--- src/hw/osd_pkg.sv ---
// shared constants and types for the oscillator select and clock divider
package osd_pkg;

  // ----------------------------------------
  // register port
  // ----------------------------------------
  localparam int ADDR_W = 4;
  localparam int DATA_W = 16;
  localparam logic [3:0] ADDR_CTL = 4'h0; // oscillator_control
  localparam logic [3:0] ADDR_DIV = 4'h1; // clock_divisor
  localparam logic [3:0] ADDR_KEY = 4'h2; // unlock key port, reads zero

  // unlock keys: arbitrary values, two words per byte half
  localparam logic [15:0] KEY_H1 = 16'hA5C3;
  localparam logic [15:0] KEY_H2 = 16'h3CA5;
  localparam logic [15:0] KEY_L1 = 16'h5AC3;
  localparam logic [15:0] KEY_L2 = 16'hC35A;

  // ----------------------------------------
  // field positions
  // ----------------------------------------
  localparam int CTL_CSRC = 12;
  localparam int CTL_NSRC = 8;
  localparam int CTL_SRCLK = 7;
  localparam int CTL_RMPLK = 6;
  localparam int CTL_LOCK = 5;
  localparam int CTL_FAIL = 3;
  localparam int CTL_LPOSC = 1;
  localparam int CTL_REQ = 0;
  localparam int DIV_RCV = 15;
  localparam int DIV_DOZE = 12;
  localparam int DIV_RDEN = 11;
  localparam int DIV_POST = 8;

  // ----------------------------------------
  // source codes, submodes, monitor settings
  // ----------------------------------------
  localparam logic [2:0] SRC_RC = 3'h0;
  localparam logic [2:0] SRC_RCMUL = 3'h1;
  localparam logic [2:0] SRC_PRI = 3'h2;
  localparam logic [2:0] SRC_PRIPLL = 3'h3;
  localparam logic [2:0] SRC_SEC = 3'h4;
  localparam logic [2:0] SRC_LOWRC = 3'h5;
  localparam logic [2:0] SRC_RC16 = 3'h6;
  localparam logic [2:0] SRC_RCDIVN = 3'h7;
  localparam logic [1:0] PM_EXT = 2'h0;
  localparam logic [1:0] PM_MED = 2'h1;
  localparam logic [1:0] PM_HIGH = 2'h2;
  localparam logic [1:0] MON_BOTH = 2'h0;
  localparam logic [1:0] MON_SW_ONLY = 2'h1;

  // ----------------------------------------
  // reset values and timing counts
  // ----------------------------------------
  localparam logic [2:0] DOZE_RST = 3'h3;
  localparam logic [2:0] POST_RST = 3'h0;
  localparam logic [2:0] CODE_ONE = 3'h0;
  localparam int SETTLE_CYCLES = 10;
  localparam logic [3:0] SETTLE_LAST = 4'(SETTLE_CYCLES - 1);
  localparam logic [1:0] CFG_LOAD_AT = 2'h2;

  // configuration settings arriving from nonvolatile storage
  typedef struct packed {
    logic [2:0] init_src;
    logic [1:0] submode;
    logic [1:0] monitor;
  } osd_cfg_t;

  // clock tree controls toward the analog side
  typedef struct packed {
    logic [2:0] src;
    logic [1:0] submode;
    logic primary_en;
    logic pll_en;
    logic sec_en;
  } osd_clk_t;

  typedef enum logic [2:0] {
    ST_IDLE = 3'b001,
    ST_WAIT = 3'b010,
    ST_SETTLE = 3'b100
  } osd_sw_state_t;

endpackage : osd_pkg

--- src/hw/osd_ratio_div.sv ---
// tick divider by a power of two chosen by a 3-bit code
`timescale 1ns/1ps
module osd_ratio_div #(
  parameter int CNT_W = 8,
  parameter bit TOP_256 = 1'b0
) (
  input wire logic clk_sys,
  input wire logic rstn,
  input wire logic [2:0] code,
  input wire logic tick_in,
  output logic tick_out
);

  // ----------------------------------------
  // elaboration check
  // ----------------------------------------
  if (CNT_W < 8) begin : g_bad_width
    $error("osd_ratio_div needs CNT_W of at least 8");
  end

  logic [CNT_W-1:0] cnt_q; // input ticks seen in this period
  logic [CNT_W:0] div_w; // divisor, one bit wider for 256
  logic [CNT_W-1:0] lim_w; // last count of the period

  // ----------------------------------------
  // divisor lookup
  // ----------------------------------------
  always_comb begin
    div_w = (CNT_W+1)'(1) << code;
    // top code jumps to 256 on the rc postscaler
    if (TOP_256 && code == 3'h7) begin
      div_w = (CNT_W+1)'(256);
    end
    lim_w = CNT_W'(div_w - (CNT_W+1)'(1));
  end

  // ----------------------------------------
  // counter; >= guards a code that shrinks mid-period
  // ----------------------------------------
  always_ff @(posedge clk_sys or negedge rstn) begin
    if (!rstn) begin
      cnt_q <= '0;
      tick_out <= 1'b0;
    end else begin
      tick_out <= tick_in && (cnt_q >= lim_w);
      if (tick_in) begin
        cnt_q <= (cnt_q >= lim_w) ? '0 : cnt_q + CNT_W'(1);
      end
    end
  end

endmodule : osd_ratio_div

--- src/hw/osd_clock_ctl.sv ---
// oscillator source select, switch sequencer and clock ratio control
//
// Contract
// power-on source from 3-bit initial setting
// primary submode chosen by 2-bit setting
// erased device starts fast RC divided
// current source read-only at bits 14-12
// next source writable, loaded from settings
// request bit set by software, hardware clears
// clock lock bit blocks switching in 01
// pin remap lock rejects remap writes
// PLL lock status reads locked state
// clock fail flag set, software clears
// bit 1 enables secondary oscillator
// control writes need unlock sequence first
// software passes plain fast RC between PLLs
// interrupt clears reduction enable when recover set
// reduction field divides 1 to 128
// reduction enable selects ratio, else 1:1
// reduction field frozen while enable set
// enable cannot set while field 000
// postscaler divides 1 to 256
// unimplemented bits read as zero
// same-source request aborts and clears
// valid switch clears lock and fail flags
// wait ready, ten cycles, then commit
// failure traps and falls to fast RC
// two-word key arms one following write
// request held zero when switching disabled
`timescale 1ns/1ps
module osd_clock_ctl (
  input wire logic clk_sys,
  input wire logic rstn,
  input wire osd_pkg::osd_cfg_t cfg,
  input wire logic [3:0] reg_addr,
  input wire logic [15:0] reg_wdata,
  input wire logic reg_wr,
  input wire logic reg_rd,
  output logic [15:0] reg_rdata,
  input wire logic osc_ready_pin,
  input wire logic pll_lock_pin,
  input wire logic new_src_clk,
  input wire logic clk_fail_pin,
  input wire logic irq_event,
  input wire logic fcy_tick,
  input wire logic rc_tick,
  input wire logic remap_wr_req,
  output logic remap_wr_ok,
  output osd_pkg::osd_clk_t clk_out,
  output logic fail_trap,
  output logic cpu_tick,
  output logic rc_post_tick
);

  // ----------------------------------------
  // helpers
  // ----------------------------------------
  function automatic logic is_pll(input logic [2:0] s);
    is_pll = (s == osd_pkg::SRC_PRIPLL) || (s == osd_pkg::SRC_RCMUL);
  endfunction : is_pll

  function automatic logic is_pri(input logic [2:0] s);
    is_pri = (s == osd_pkg::SRC_PRI) || (s == osd_pkg::SRC_PRIPLL);
  endfunction : is_pri

  // ----------------------------------------
  // pin synchronisers
  // ----------------------------------------
  logic [10:0] s1_q; // first stage, read only by s2_q
  logic [10:0] s2_q; // second stage
  logic [1:0] s3_q; // edge history: new clock, fail
  always_ff @(posedge clk_sys or negedge rstn) begin
    if (!rstn) begin
      s1_q <= '0;
      s2_q <= '0;
      s3_q <= '0;
    end else begin
      s1_q <= {cfg, osc_ready_pin, pll_lock_pin, new_src_clk, clk_fail_pin};
      s2_q <= s1_q;
      s3_q <= {s2_q[1], s2_q[0]};
    end
  end

  osd_pkg::osd_cfg_t cfg_s; // settings after sync
  logic rdy_s; // oscillator start-up timer done
  logic pll_s; // analog PLL lock
  logic new_tick; // one edge of the new source
  logic fail_evt; // rising failure while monitor on
  logic mon_en;
  assign cfg_s = osd_pkg::osd_cfg_t'(s2_q[10:4]);
  assign rdy_s = s2_q[3];
  assign pll_s = s2_q[2];
  assign new_tick = s2_q[1] && !s3_q[1];
  assign fail_evt = mon_en && s2_q[0] && !s3_q[0];

  // ----------------------------------------
  // settings capture after reset release
  // ----------------------------------------
  // settings are straps: caught once the sync chain is full
  logic [1:0] ld_cnt_q;
  logic ld_done_q;
  logic load_now;
  osd_pkg::osd_cfg_t cfg_q;
  assign load_now = !ld_done_q && (ld_cnt_q == osd_pkg::CFG_LOAD_AT);
  always_ff @(posedge clk_sys or negedge rstn) begin
    if (!rstn) begin
      ld_cnt_q <= '0;
      ld_done_q <= 1'b0;
      cfg_q <= '{init_src: osd_pkg::SRC_RCDIVN, submode: osd_pkg::PM_EXT, monitor: 2'h3};
    end else if (!ld_done_q) begin
      ld_cnt_q <= ld_cnt_q + 2'h1;
      if (load_now) begin
        ld_done_q <= 1'b1;
        cfg_q <= cfg_s;
      end
    end
  end

  logic sw_en; // switching enabled by settings
  logic srclk_q;
  logic clk_locked; // lock bit honoured only in switch-only mode
  assign sw_en = ld_done_q && !cfg_q.monitor[1];
  assign mon_en = ld_done_q && (cfg_q.monitor == osd_pkg::MON_BOTH);
  assign clk_locked = (cfg_q.monitor == osd_pkg::MON_SW_ONLY) && srclk_q;

  // ----------------------------------------
  // bus decode and unlock keys
  // ----------------------------------------
  logic wr_ctl, wr_div, wr_key;
  logic key1_hi_q, key1_lo_q, arm_hi_q, arm_lo_q;
  logic hi_ok, lo_ok; // byte halves that may be written now
  assign wr_ctl = reg_wr && (reg_addr == osd_pkg::ADDR_CTL);
  assign wr_div = reg_wr && (reg_addr == osd_pkg::ADDR_DIV);
  assign wr_key = reg_wr && (reg_addr == osd_pkg::ADDR_KEY);
  assign hi_ok = wr_ctl && arm_hi_q;
  assign lo_ok = wr_ctl && arm_lo_q;

  // every write consumes a pending key stage or arm
  always_ff @(posedge clk_sys or negedge rstn) begin
    if (!rstn) begin
      key1_hi_q <= 1'b0;
      key1_lo_q <= 1'b0;
      arm_hi_q <= 1'b0;
      arm_lo_q <= 1'b0;
    end else if (reg_wr) begin
      key1_hi_q <= wr_key && (reg_wdata == osd_pkg::KEY_H1);
      key1_lo_q <= wr_key && (reg_wdata == osd_pkg::KEY_L1);
      arm_hi_q <= wr_key && key1_hi_q && (reg_wdata == osd_pkg::KEY_H2);
      arm_lo_q <= wr_key && key1_lo_q && (reg_wdata == osd_pkg::KEY_L2);
    end
  end

  // ----------------------------------------
  // switch sequencer
  // ----------------------------------------
  osd_pkg::osd_sw_state_t st_q;
  logic [2:0] csrc_q, nsrc_q;
  logic req_q, lock_q, fail_q, rmplk_q, lposc_q;
  logic [3:0] cnt_q; // new-source edges in settle
  logic same, start, abort_i, done, ready_ok, need_osc, eff_pll;
  assign same = (nsrc_q == csrc_q);
  assign abort_i = (st_q == osd_pkg::ST_IDLE) && req_q && (same || clk_locked);
  assign start = (st_q == osd_pkg::ST_IDLE) && sw_en && req_q && !same && !clk_locked;
  assign done = (st_q == osd_pkg::ST_SETTLE) && new_tick && (cnt_q == osd_pkg::SETTLE_LAST);
  // crystals wait for start-up, PLL sources for lock
  assign need_osc = (is_pri(nsrc_q) && cfg_q.submode != osd_pkg::PM_EXT) || (nsrc_q == osd_pkg::SRC_SEC);
  assign ready_ok = (!need_osc || rdy_s) && (!is_pll(nsrc_q) || pll_s);
  assign eff_pll = is_pll((st_q == osd_pkg::ST_IDLE) ? csrc_q : nsrc_q);

  // state walk; a failure drops any switch in progress
  always_ff @(posedge clk_sys or negedge rstn) begin
    if (!rstn) begin
      st_q <= osd_pkg::ST_IDLE;
    end else if (fail_evt) begin
      st_q <= osd_pkg::ST_IDLE;
    end else begin
      unique case (st_q)
        osd_pkg::ST_IDLE: begin
          if (start) st_q <= osd_pkg::ST_WAIT;
        end
        osd_pkg::ST_WAIT: begin
          if (ready_ok) st_q <= osd_pkg::ST_SETTLE;
        end
        osd_pkg::ST_SETTLE: begin
          if (done) st_q <= osd_pkg::ST_IDLE;
        end
        default: st_q <= osd_pkg::ST_IDLE;
      endcase
    end
  end

  // settle counter runs on new-source edges only
  always_ff @(posedge clk_sys or negedge rstn) begin
    if (!rstn) begin
      cnt_q <= '0;
    end else if (st_q != osd_pkg::ST_SETTLE) begin
      cnt_q <= '0;
    end else if (new_tick) begin
      cnt_q <= cnt_q + 4'h1;
    end
  end

  // request bit: software sets, hardware clears
  always_ff @(posedge clk_sys or negedge rstn) begin
    if (!rstn) begin
      req_q <= 1'b0;
    end else if (!sw_en) begin
      req_q <= 1'b0;
    end else if (lo_ok) begin
      req_q <= reg_wdata[osd_pkg::CTL_REQ];
    end else if (done || abort_i || fail_evt) begin
      req_q <= 1'b0;
    end
  end

  // current source: settings, commit, or failure fallback
  always_ff @(posedge clk_sys or negedge rstn) begin
    if (!rstn) begin
      csrc_q <= osd_pkg::SRC_RCDIVN;
    end else if (load_now) begin
      csrc_q <= cfg_s.init_src;
    end else if (fail_evt) begin
      // a PLL system clock keeps the PLL on the rc fallback
      csrc_q <= is_pll(csrc_q) ? osd_pkg::SRC_RCMUL : osd_pkg::SRC_RC;
    end else if (done) begin
      csrc_q <= nsrc_q;
    end
  end

  // next source: settings at power-on, then unlocked writes
  always_ff @(posedge clk_sys or negedge rstn) begin
    if (!rstn) begin
      nsrc_q <= osd_pkg::SRC_RCDIVN;
    end else if (load_now) begin
      nsrc_q <= cfg_s.init_src;
    end else if (hi_ok && sw_en) begin
      nsrc_q <= reg_wdata[osd_pkg::CTL_NSRC +: 3];
    end
  end

  // status flags; a failure beats the clears
  always_ff @(posedge clk_sys or negedge rstn) begin
    if (!rstn) begin
      lock_q <= 1'b0;
      fail_q <= 1'b0;
    end else begin
      lock_q <= start ? 1'b0 : (eff_pll && pll_s);
      if (fail_evt) begin
        fail_q <= 1'b1;
      end else if (start) begin
        fail_q <= 1'b0;
      end else if (lo_ok && !reg_wdata[osd_pkg::CTL_FAIL]) begin
        fail_q <= 1'b0;
      end
    end
  end

  // plain low-byte control bits
  always_ff @(posedge clk_sys or negedge rstn) begin
    if (!rstn) begin
      srclk_q <= 1'b0;
      rmplk_q <= 1'b0;
      lposc_q <= 1'b0;
    end else if (lo_ok) begin
      srclk_q <= reg_wdata[osd_pkg::CTL_SRCLK];
      rmplk_q <= reg_wdata[osd_pkg::CTL_RMPLK];
      lposc_q <= reg_wdata[osd_pkg::CTL_LPOSC];
    end
  end

  assign remap_wr_ok = remap_wr_req && !rmplk_q;

  // ----------------------------------------
  // clock divisor register
  // ----------------------------------------
  logic rcv_q, rden_q;
  logic [2:0] doze_q, post_q;
  always_ff @(posedge clk_sys or negedge rstn) begin
    if (!rstn) begin
      rcv_q <= 1'b0;
      doze_q <= osd_pkg::DOZE_RST;
      rden_q <= 1'b0;
      post_q <= osd_pkg::POST_RST;
    end else begin
      if (wr_div) begin
        rcv_q <= reg_wdata[osd_pkg::DIV_RCV];
        post_q <= reg_wdata[osd_pkg::DIV_POST +: 3];
        if (!rden_q) begin
          doze_q <= reg_wdata[osd_pkg::DIV_DOZE +: 3];
        end
      end
      // the interrupt clear wins over a same-cycle write
      if (irq_event && rcv_q) begin
        rden_q <= 1'b0;
      end else if (wr_div) begin
        rden_q <= reg_wdata[osd_pkg::DIV_RDEN] && (rden_q || doze_q != osd_pkg::CODE_ONE);
      end
    end
  end

  // ----------------------------------------
  // ratio dividers
  // ----------------------------------------
  logic [2:0] cpu_code;
  assign cpu_code = rden_q ? doze_q : osd_pkg::CODE_ONE;

  osd_ratio_div #(.CNT_W(8), .TOP_256(1'b0)) u_cpu_div (
    .clk_sys(clk_sys),
    .rstn(rstn),
    .code(cpu_code),
    .tick_in(fcy_tick),
    .tick_out(cpu_tick)
  );

  osd_ratio_div #(.CNT_W(8), .TOP_256(1'b1)) u_rc_div (
    .clk_sys(clk_sys),
    .rstn(rstn),
    .code(post_q),
    .tick_in(rc_tick),
    .tick_out(rc_post_tick)
  );

  // ----------------------------------------
  // read data and clock controls
  // ----------------------------------------
  logic [15:0] ctl_w, div_w;
  always_comb begin
    ctl_w = '0;
    ctl_w[osd_pkg::CTL_CSRC +: 3] = csrc_q;
    ctl_w[osd_pkg::CTL_NSRC +: 3] = nsrc_q;
    ctl_w[osd_pkg::CTL_SRCLK] = srclk_q;
    ctl_w[osd_pkg::CTL_RMPLK] = rmplk_q;
    ctl_w[osd_pkg::CTL_LOCK] = lock_q;
    ctl_w[osd_pkg::CTL_FAIL] = fail_q;
    ctl_w[osd_pkg::CTL_LPOSC] = lposc_q;
    ctl_w[osd_pkg::CTL_REQ] = req_q;
    div_w = '0;
    div_w[osd_pkg::DIV_RCV] = rcv_q;
    div_w[osd_pkg::DIV_DOZE +: 3] = doze_q;
    div_w[osd_pkg::DIV_RDEN] = rden_q;
    div_w[osd_pkg::DIV_POST +: 3] = post_q;
  end

  // data stand one cycle after the read, zero otherwise
  always_ff @(posedge clk_sys or negedge rstn) begin
    if (!rstn) begin
      reg_rdata <= '0;
    end else if (reg_rd && reg_addr == osd_pkg::ADDR_CTL) begin
      reg_rdata <= ctl_w;
    end else if (reg_rd && reg_addr == osd_pkg::ADDR_DIV) begin
      reg_rdata <= div_w;
    end else begin
      reg_rdata <= '0;
    end
  end

  // submode only matters for primary sources; the high-speed crystal has no PLL path
  always_ff @(posedge clk_sys or negedge rstn) begin
    if (!rstn) begin
      clk_out <= '{src: osd_pkg::SRC_RCDIVN, submode: osd_pkg::PM_EXT, primary_en: 1'b0,
                   pll_en: 1'b0, sec_en: 1'b0};
      fail_trap <= 1'b0;
    end else begin
      clk_out.src <= csrc_q;
      clk_out.submode <= is_pri(csrc_q) ? cfg_q.submode : osd_pkg::PM_EXT;
      clk_out.primary_en <= is_pri(csrc_q);
      clk_out.pll_en <= is_pll(csrc_q) && !(is_pri(csrc_q) && cfg_q.submode == osd_pkg::PM_HIGH);
      clk_out.sec_en <= lposc_q || (csrc_q == osd_pkg::SRC_SEC);
      fail_trap <= fail_evt;
    end
  end
endmodule : osd_clock_ctl

--- config.mk ---
export PLATFORM = sky130hd
export DESIGN_NAME = osd_clock_ctl
export DESIGN_NICKNAME = d
export VERILOG_FILES = /design/src/hw/osd_pkg.sv /design/src/hw/osd_ratio_div.sv /design/src/hw/osd_clock_ctl.sv
export SDC_FILE = /design/constraint.sdc
export NUM_CORES = 1
export LEC_CHECK = 0
export ABC_AREA = 1
export BUFFER_PORTS_ARGS = -buffer_cell sky130_fd_sc_hd__buf_2
export CORE_MARGIN = 2
export CORE_UTILIZATION = 35
export CTS_CLUSTER_SIZE = 30
export DETAILED_ROUTE_END_ITERATION = 8
export SYNTH_ARGS = -nofsm -noshare
export SYNTH_HDL_FRONTEND = slang
export SYNTH_SLANG_ARGS = --single-unit
--- constraint.sdc ---
create_clock -name clk_sys -period 6.2 [get_ports clk_sys]
set_clock_uncertainty 0.1 [all_clocks]
set_input_delay 0 -clock clk_sys [delete_from_list [all_inputs] [get_ports clk_sys]]
set_output_delay 0 -clock clk_sys [all_outputs]
set_load 0.03 [all_outputs]
==> impl_metrics.py <==
metrics = {
    "run_status": {
        "status": "finished clean",
    },
    "layout": {
        "multi_input_area_um2": 1790,
        "seqCellArea_um2": 2590,
        "final_util_pct": 45.0,
        "diodes": 0,
        "layout_common_cells": "98 x nand2_1, 89 x dfrtp_1, 80 x inv_1",
        "final_nets": 688,
        "n_fill_cell": 1255,
        "syn2layout_area_growth_pct": 25.8,
        "final_common_cell": "nand2_1",
        "drive_gt1_share_pct": 17.9,
    },
    "power_and_ir_drop": {
        "leakage_uw": 0.00297,
        "irDropWorstVdd_v": 0.000130,
        "power_density_nw_per_um2": 300,
    },
    "logic_synthesis": {
        "synthTopCellsByArea": "dfrtp_1 47%, dfstp_2 7.8%, nand2_1 7.8%, inv_1 6.3%, ha_1 5.8%",
        "avgSynthCellArea_um2": 9.14,
        "yosysSeqAreaShare_pct": 54.8,
        "synth_top_area_share_pct": 47.0,
        "synth_cells": 518,
        "yosysWarnings": 0,
        "ys_types": 40,
        "yosysTopAreaCell": "dfrtp_1",
        "ys_ff_latch": 103,
        "mappedNetlistArea_um2": 4740,
    },
    "routing": {
        "drt_iter0_markers": 213,
        "drt_pre_antenna_iters": 4,
        "drt_wl_total_mm": 10.6,
        "num_vias": 3720,
        "routedWlPerCell_um": 13.1,
        "ant_nets": 0,
        "vias_per_cell": 4.60,
        "drc_errors": 0,
    },
    "floorplan": {
        "ios": 67,
        "fp.dieH_um": 120,
        "die_x_um": 120,
        "rows": 42,
        "core_area_um2": 13200,
        "initial_utilization_pct": 35.8,
        "dieArea_um2": 14500,
    },
    "worst_setup_path": {
        "rr_worst_depth": 13,
        "crit_path_cell_trace": "nor3_1 -> nor2_1 -> ha_1 -> inv_1 -> nor2_1 -> o211ai_1 -> o21ai_0 -> inv_1 -> ha_1 -> nand2_1 -> o21a_1 -> nand2_1 -> o21ai_0",
        "crit_fanout": 8,
        "arrival_ns": 2.62,
        "cp.depth": 13,
        "cp_slowest_cell": "dfstp_2",
        "max_stage_delay_ns": 0.60,
        "worstSetupPathType": "reg2reg",
        "crit_family": "simple AND/OR/NAND/NOR gates",
        "critPathCaptureType": "register",
        "r2r_slack_ns": 3.72,
        "path_buf_inv": 2,
        "start_kind": "register",
        "required_ns": 6.33,
    },
    "worst_hold_path": {
        "hold_class": "in2async",
    },
    "cts": {
        "cts_buffers": 9,
        "root_buffer": "clkbuf_16",
        "clk_latency_ns": 0.35,
        "clockBufferDepth": 2,
        "clock_sinks": 103,
        "h-tree-depth": 3,
        "tritoncts": "built",
        "clk_pin_slew_ns": 0.07,
        "ctsResizeCount": 0,
    },
    "sta": {
        "finalCritPeriodShare_pct": 40.1,
        "slew_headroom_pct": 42.6,
        "period_needed_ns": 2.48,
        "fmax_mhz": 402,
        "hold_viol": 0,
        "grt_setup_unrepaired": "false",
        "fin_setup_tns_ns": 0,
        "tightest_slew_ns": 0.861,
        "drv_slew": 0,
        "setup_viol": 0,
    },
    "place": {
        "port_buffers": 64,
        "routabilityCongestion": 0.900,
        "hpwlAfterDp_mm": 7.61,
    },
    "global_route": {
        "grt_pass1_wl_mm": 17.9,
        "grt_usage_pct": 15.8,
        "overflow": 0,
        "grt_pass1_vias": 3703,
        "grt_max_degree": 72,
        "antenna_found_initial": 0,
    },
    "run": {
        "drv_cap": 0,
    },
}
-- worst register-to-register path: stages, from the launching register on --
cell	delay, ns
dfstp_2	0.60
nor3_1	0.08
nor2_1	0.14
ha_1	0.16
inv_1	0.05
nor2_1	0.12
o211ai_1	0.09
o21ai_0	0.08
inv_1	0.07
ha_1	0.27
nand2_1	0.06
o21a_1	0.19
nand2_1	0.22
o21ai_0	0.13
-- final cells by class --
class	count	area share, %
clock buffers	9	3.78
inverters	83	5.27
repair buffers	104	12.1
multi-input cells	326	30.1
flip-flops and latches	103	43.6
well taps	176	3.70
clock inverters	7	1.49
-- path summary, 6_finish.rpt --
| kind | startpoint | to |
|---|---|---|
| max | doze_q[1] | u_cpu_div.cnt_q[1] |
| min | rstn | u_rc_div.cnt_q[5] |
| max reg2reg | doze_q[1] | u_cpu_div.cnt_q[1] |
| min reg2reg | s1_q[7] | s2_q[7] |
| max in group asynchronous | rstn | reg_rdata[10] |
| min in group clk_sys | reg_addr[0] | rcv_q |
-- stage by stage --
stage | cell area [um2] | cells | hold slack [ns] | total power (uW) | setup slack, ns
3_3_place_gp | 5250 | 753 | -0.132 | 1180 | 3.79
4_1_cts | 5960 | 808 | 0.0369 | 1810 | 3.70
2_1_floorplan | 4740 | 519 | -0.396 | 1080 | 3.98
5_1_grt | 5960 | 808 | 0.0694 | 1920 | 3.50
6_report | 5960 | 808 | 0.0220 | 1790 | 3.72
3_5_place_dp | 5250 | 753 | -0.117 | 1190 | 3.72
-- logic make-up (layout without fill, tap and decap cells) --
logic type | count (synthesis) | after routing | synth area share (%)
AND/OR/NAND/NOR | 218 | 218 | 21.1
flip-flops | 103 | 103 | 54.8
buffers and inverters | 90 | 203 | 7.45
AO/OA/AOI/OAI | 71 | 71 | 8.53
adder cells (fa/ha/maj) | 22 | 22 | 5.81
XOR/XNOR | 12 | 12 | 2.22
other | 2 | 3 | 0.159
-- what timing repair did --
item	CTS	global route
setup endpoints to repair	0	0
hold buffers	39	0
buffers inserted	0	0
hold endpoints to repair	77	0
-- sequential cells by signal, indices dropped and copies added (netlist names), 4 cells and up --
name / cells
reg_rdata: 14
s1_q: 11
s2_q: 11
clk_out: 8
u_cpu_div.cnt_q: 8
u_rc_div.cnt_q: 8
cfg_q: 4
cnt_q: 4
-- metal layers --
layer,vias to the layer above,global-route usage [%],wire length [um],share of wire (%)
met2,89,25.3,4860,46
met5,-,0,0,0
li1,1886,-,-,-
met4,0,6.32,180,1.7
met1,1733,21.4,5060,48
met3,12,2.88,478,4.5
-- report_power, final --
group | switching, uW | total [uW] | internal, uW | leakage, uW
Clock | 268 | 590 | 322 | 0.000155
Combinational | 240 | 385 | 144 | 0.00155
Sequential | 62.0 | 812 | 750 | 0.00127
Total | 570 | 1790 | 1220 | 0.00297
-- cell usage after synthesis, drive strengths merged --
cell type,n
o21ai,28
o2111ai,1
conb,2
a21oi,20
nand4,13
buf,4
xnor2,3
a21boi,1
o22ai,7
dfstp,14
and3,1
nor4,6
or2,1
inv,82
a31oi,2
dfrtp,89
clkbuf,3
o211ai,6
ha,22
nor2,56
nand3,31
o21a,2
nor3,7
o31ai,1
o21bai,2
nand2,103
clkinv,1
a221oi,1
xor2,9
Note: power is estimated with default switching activity, not from simulation.
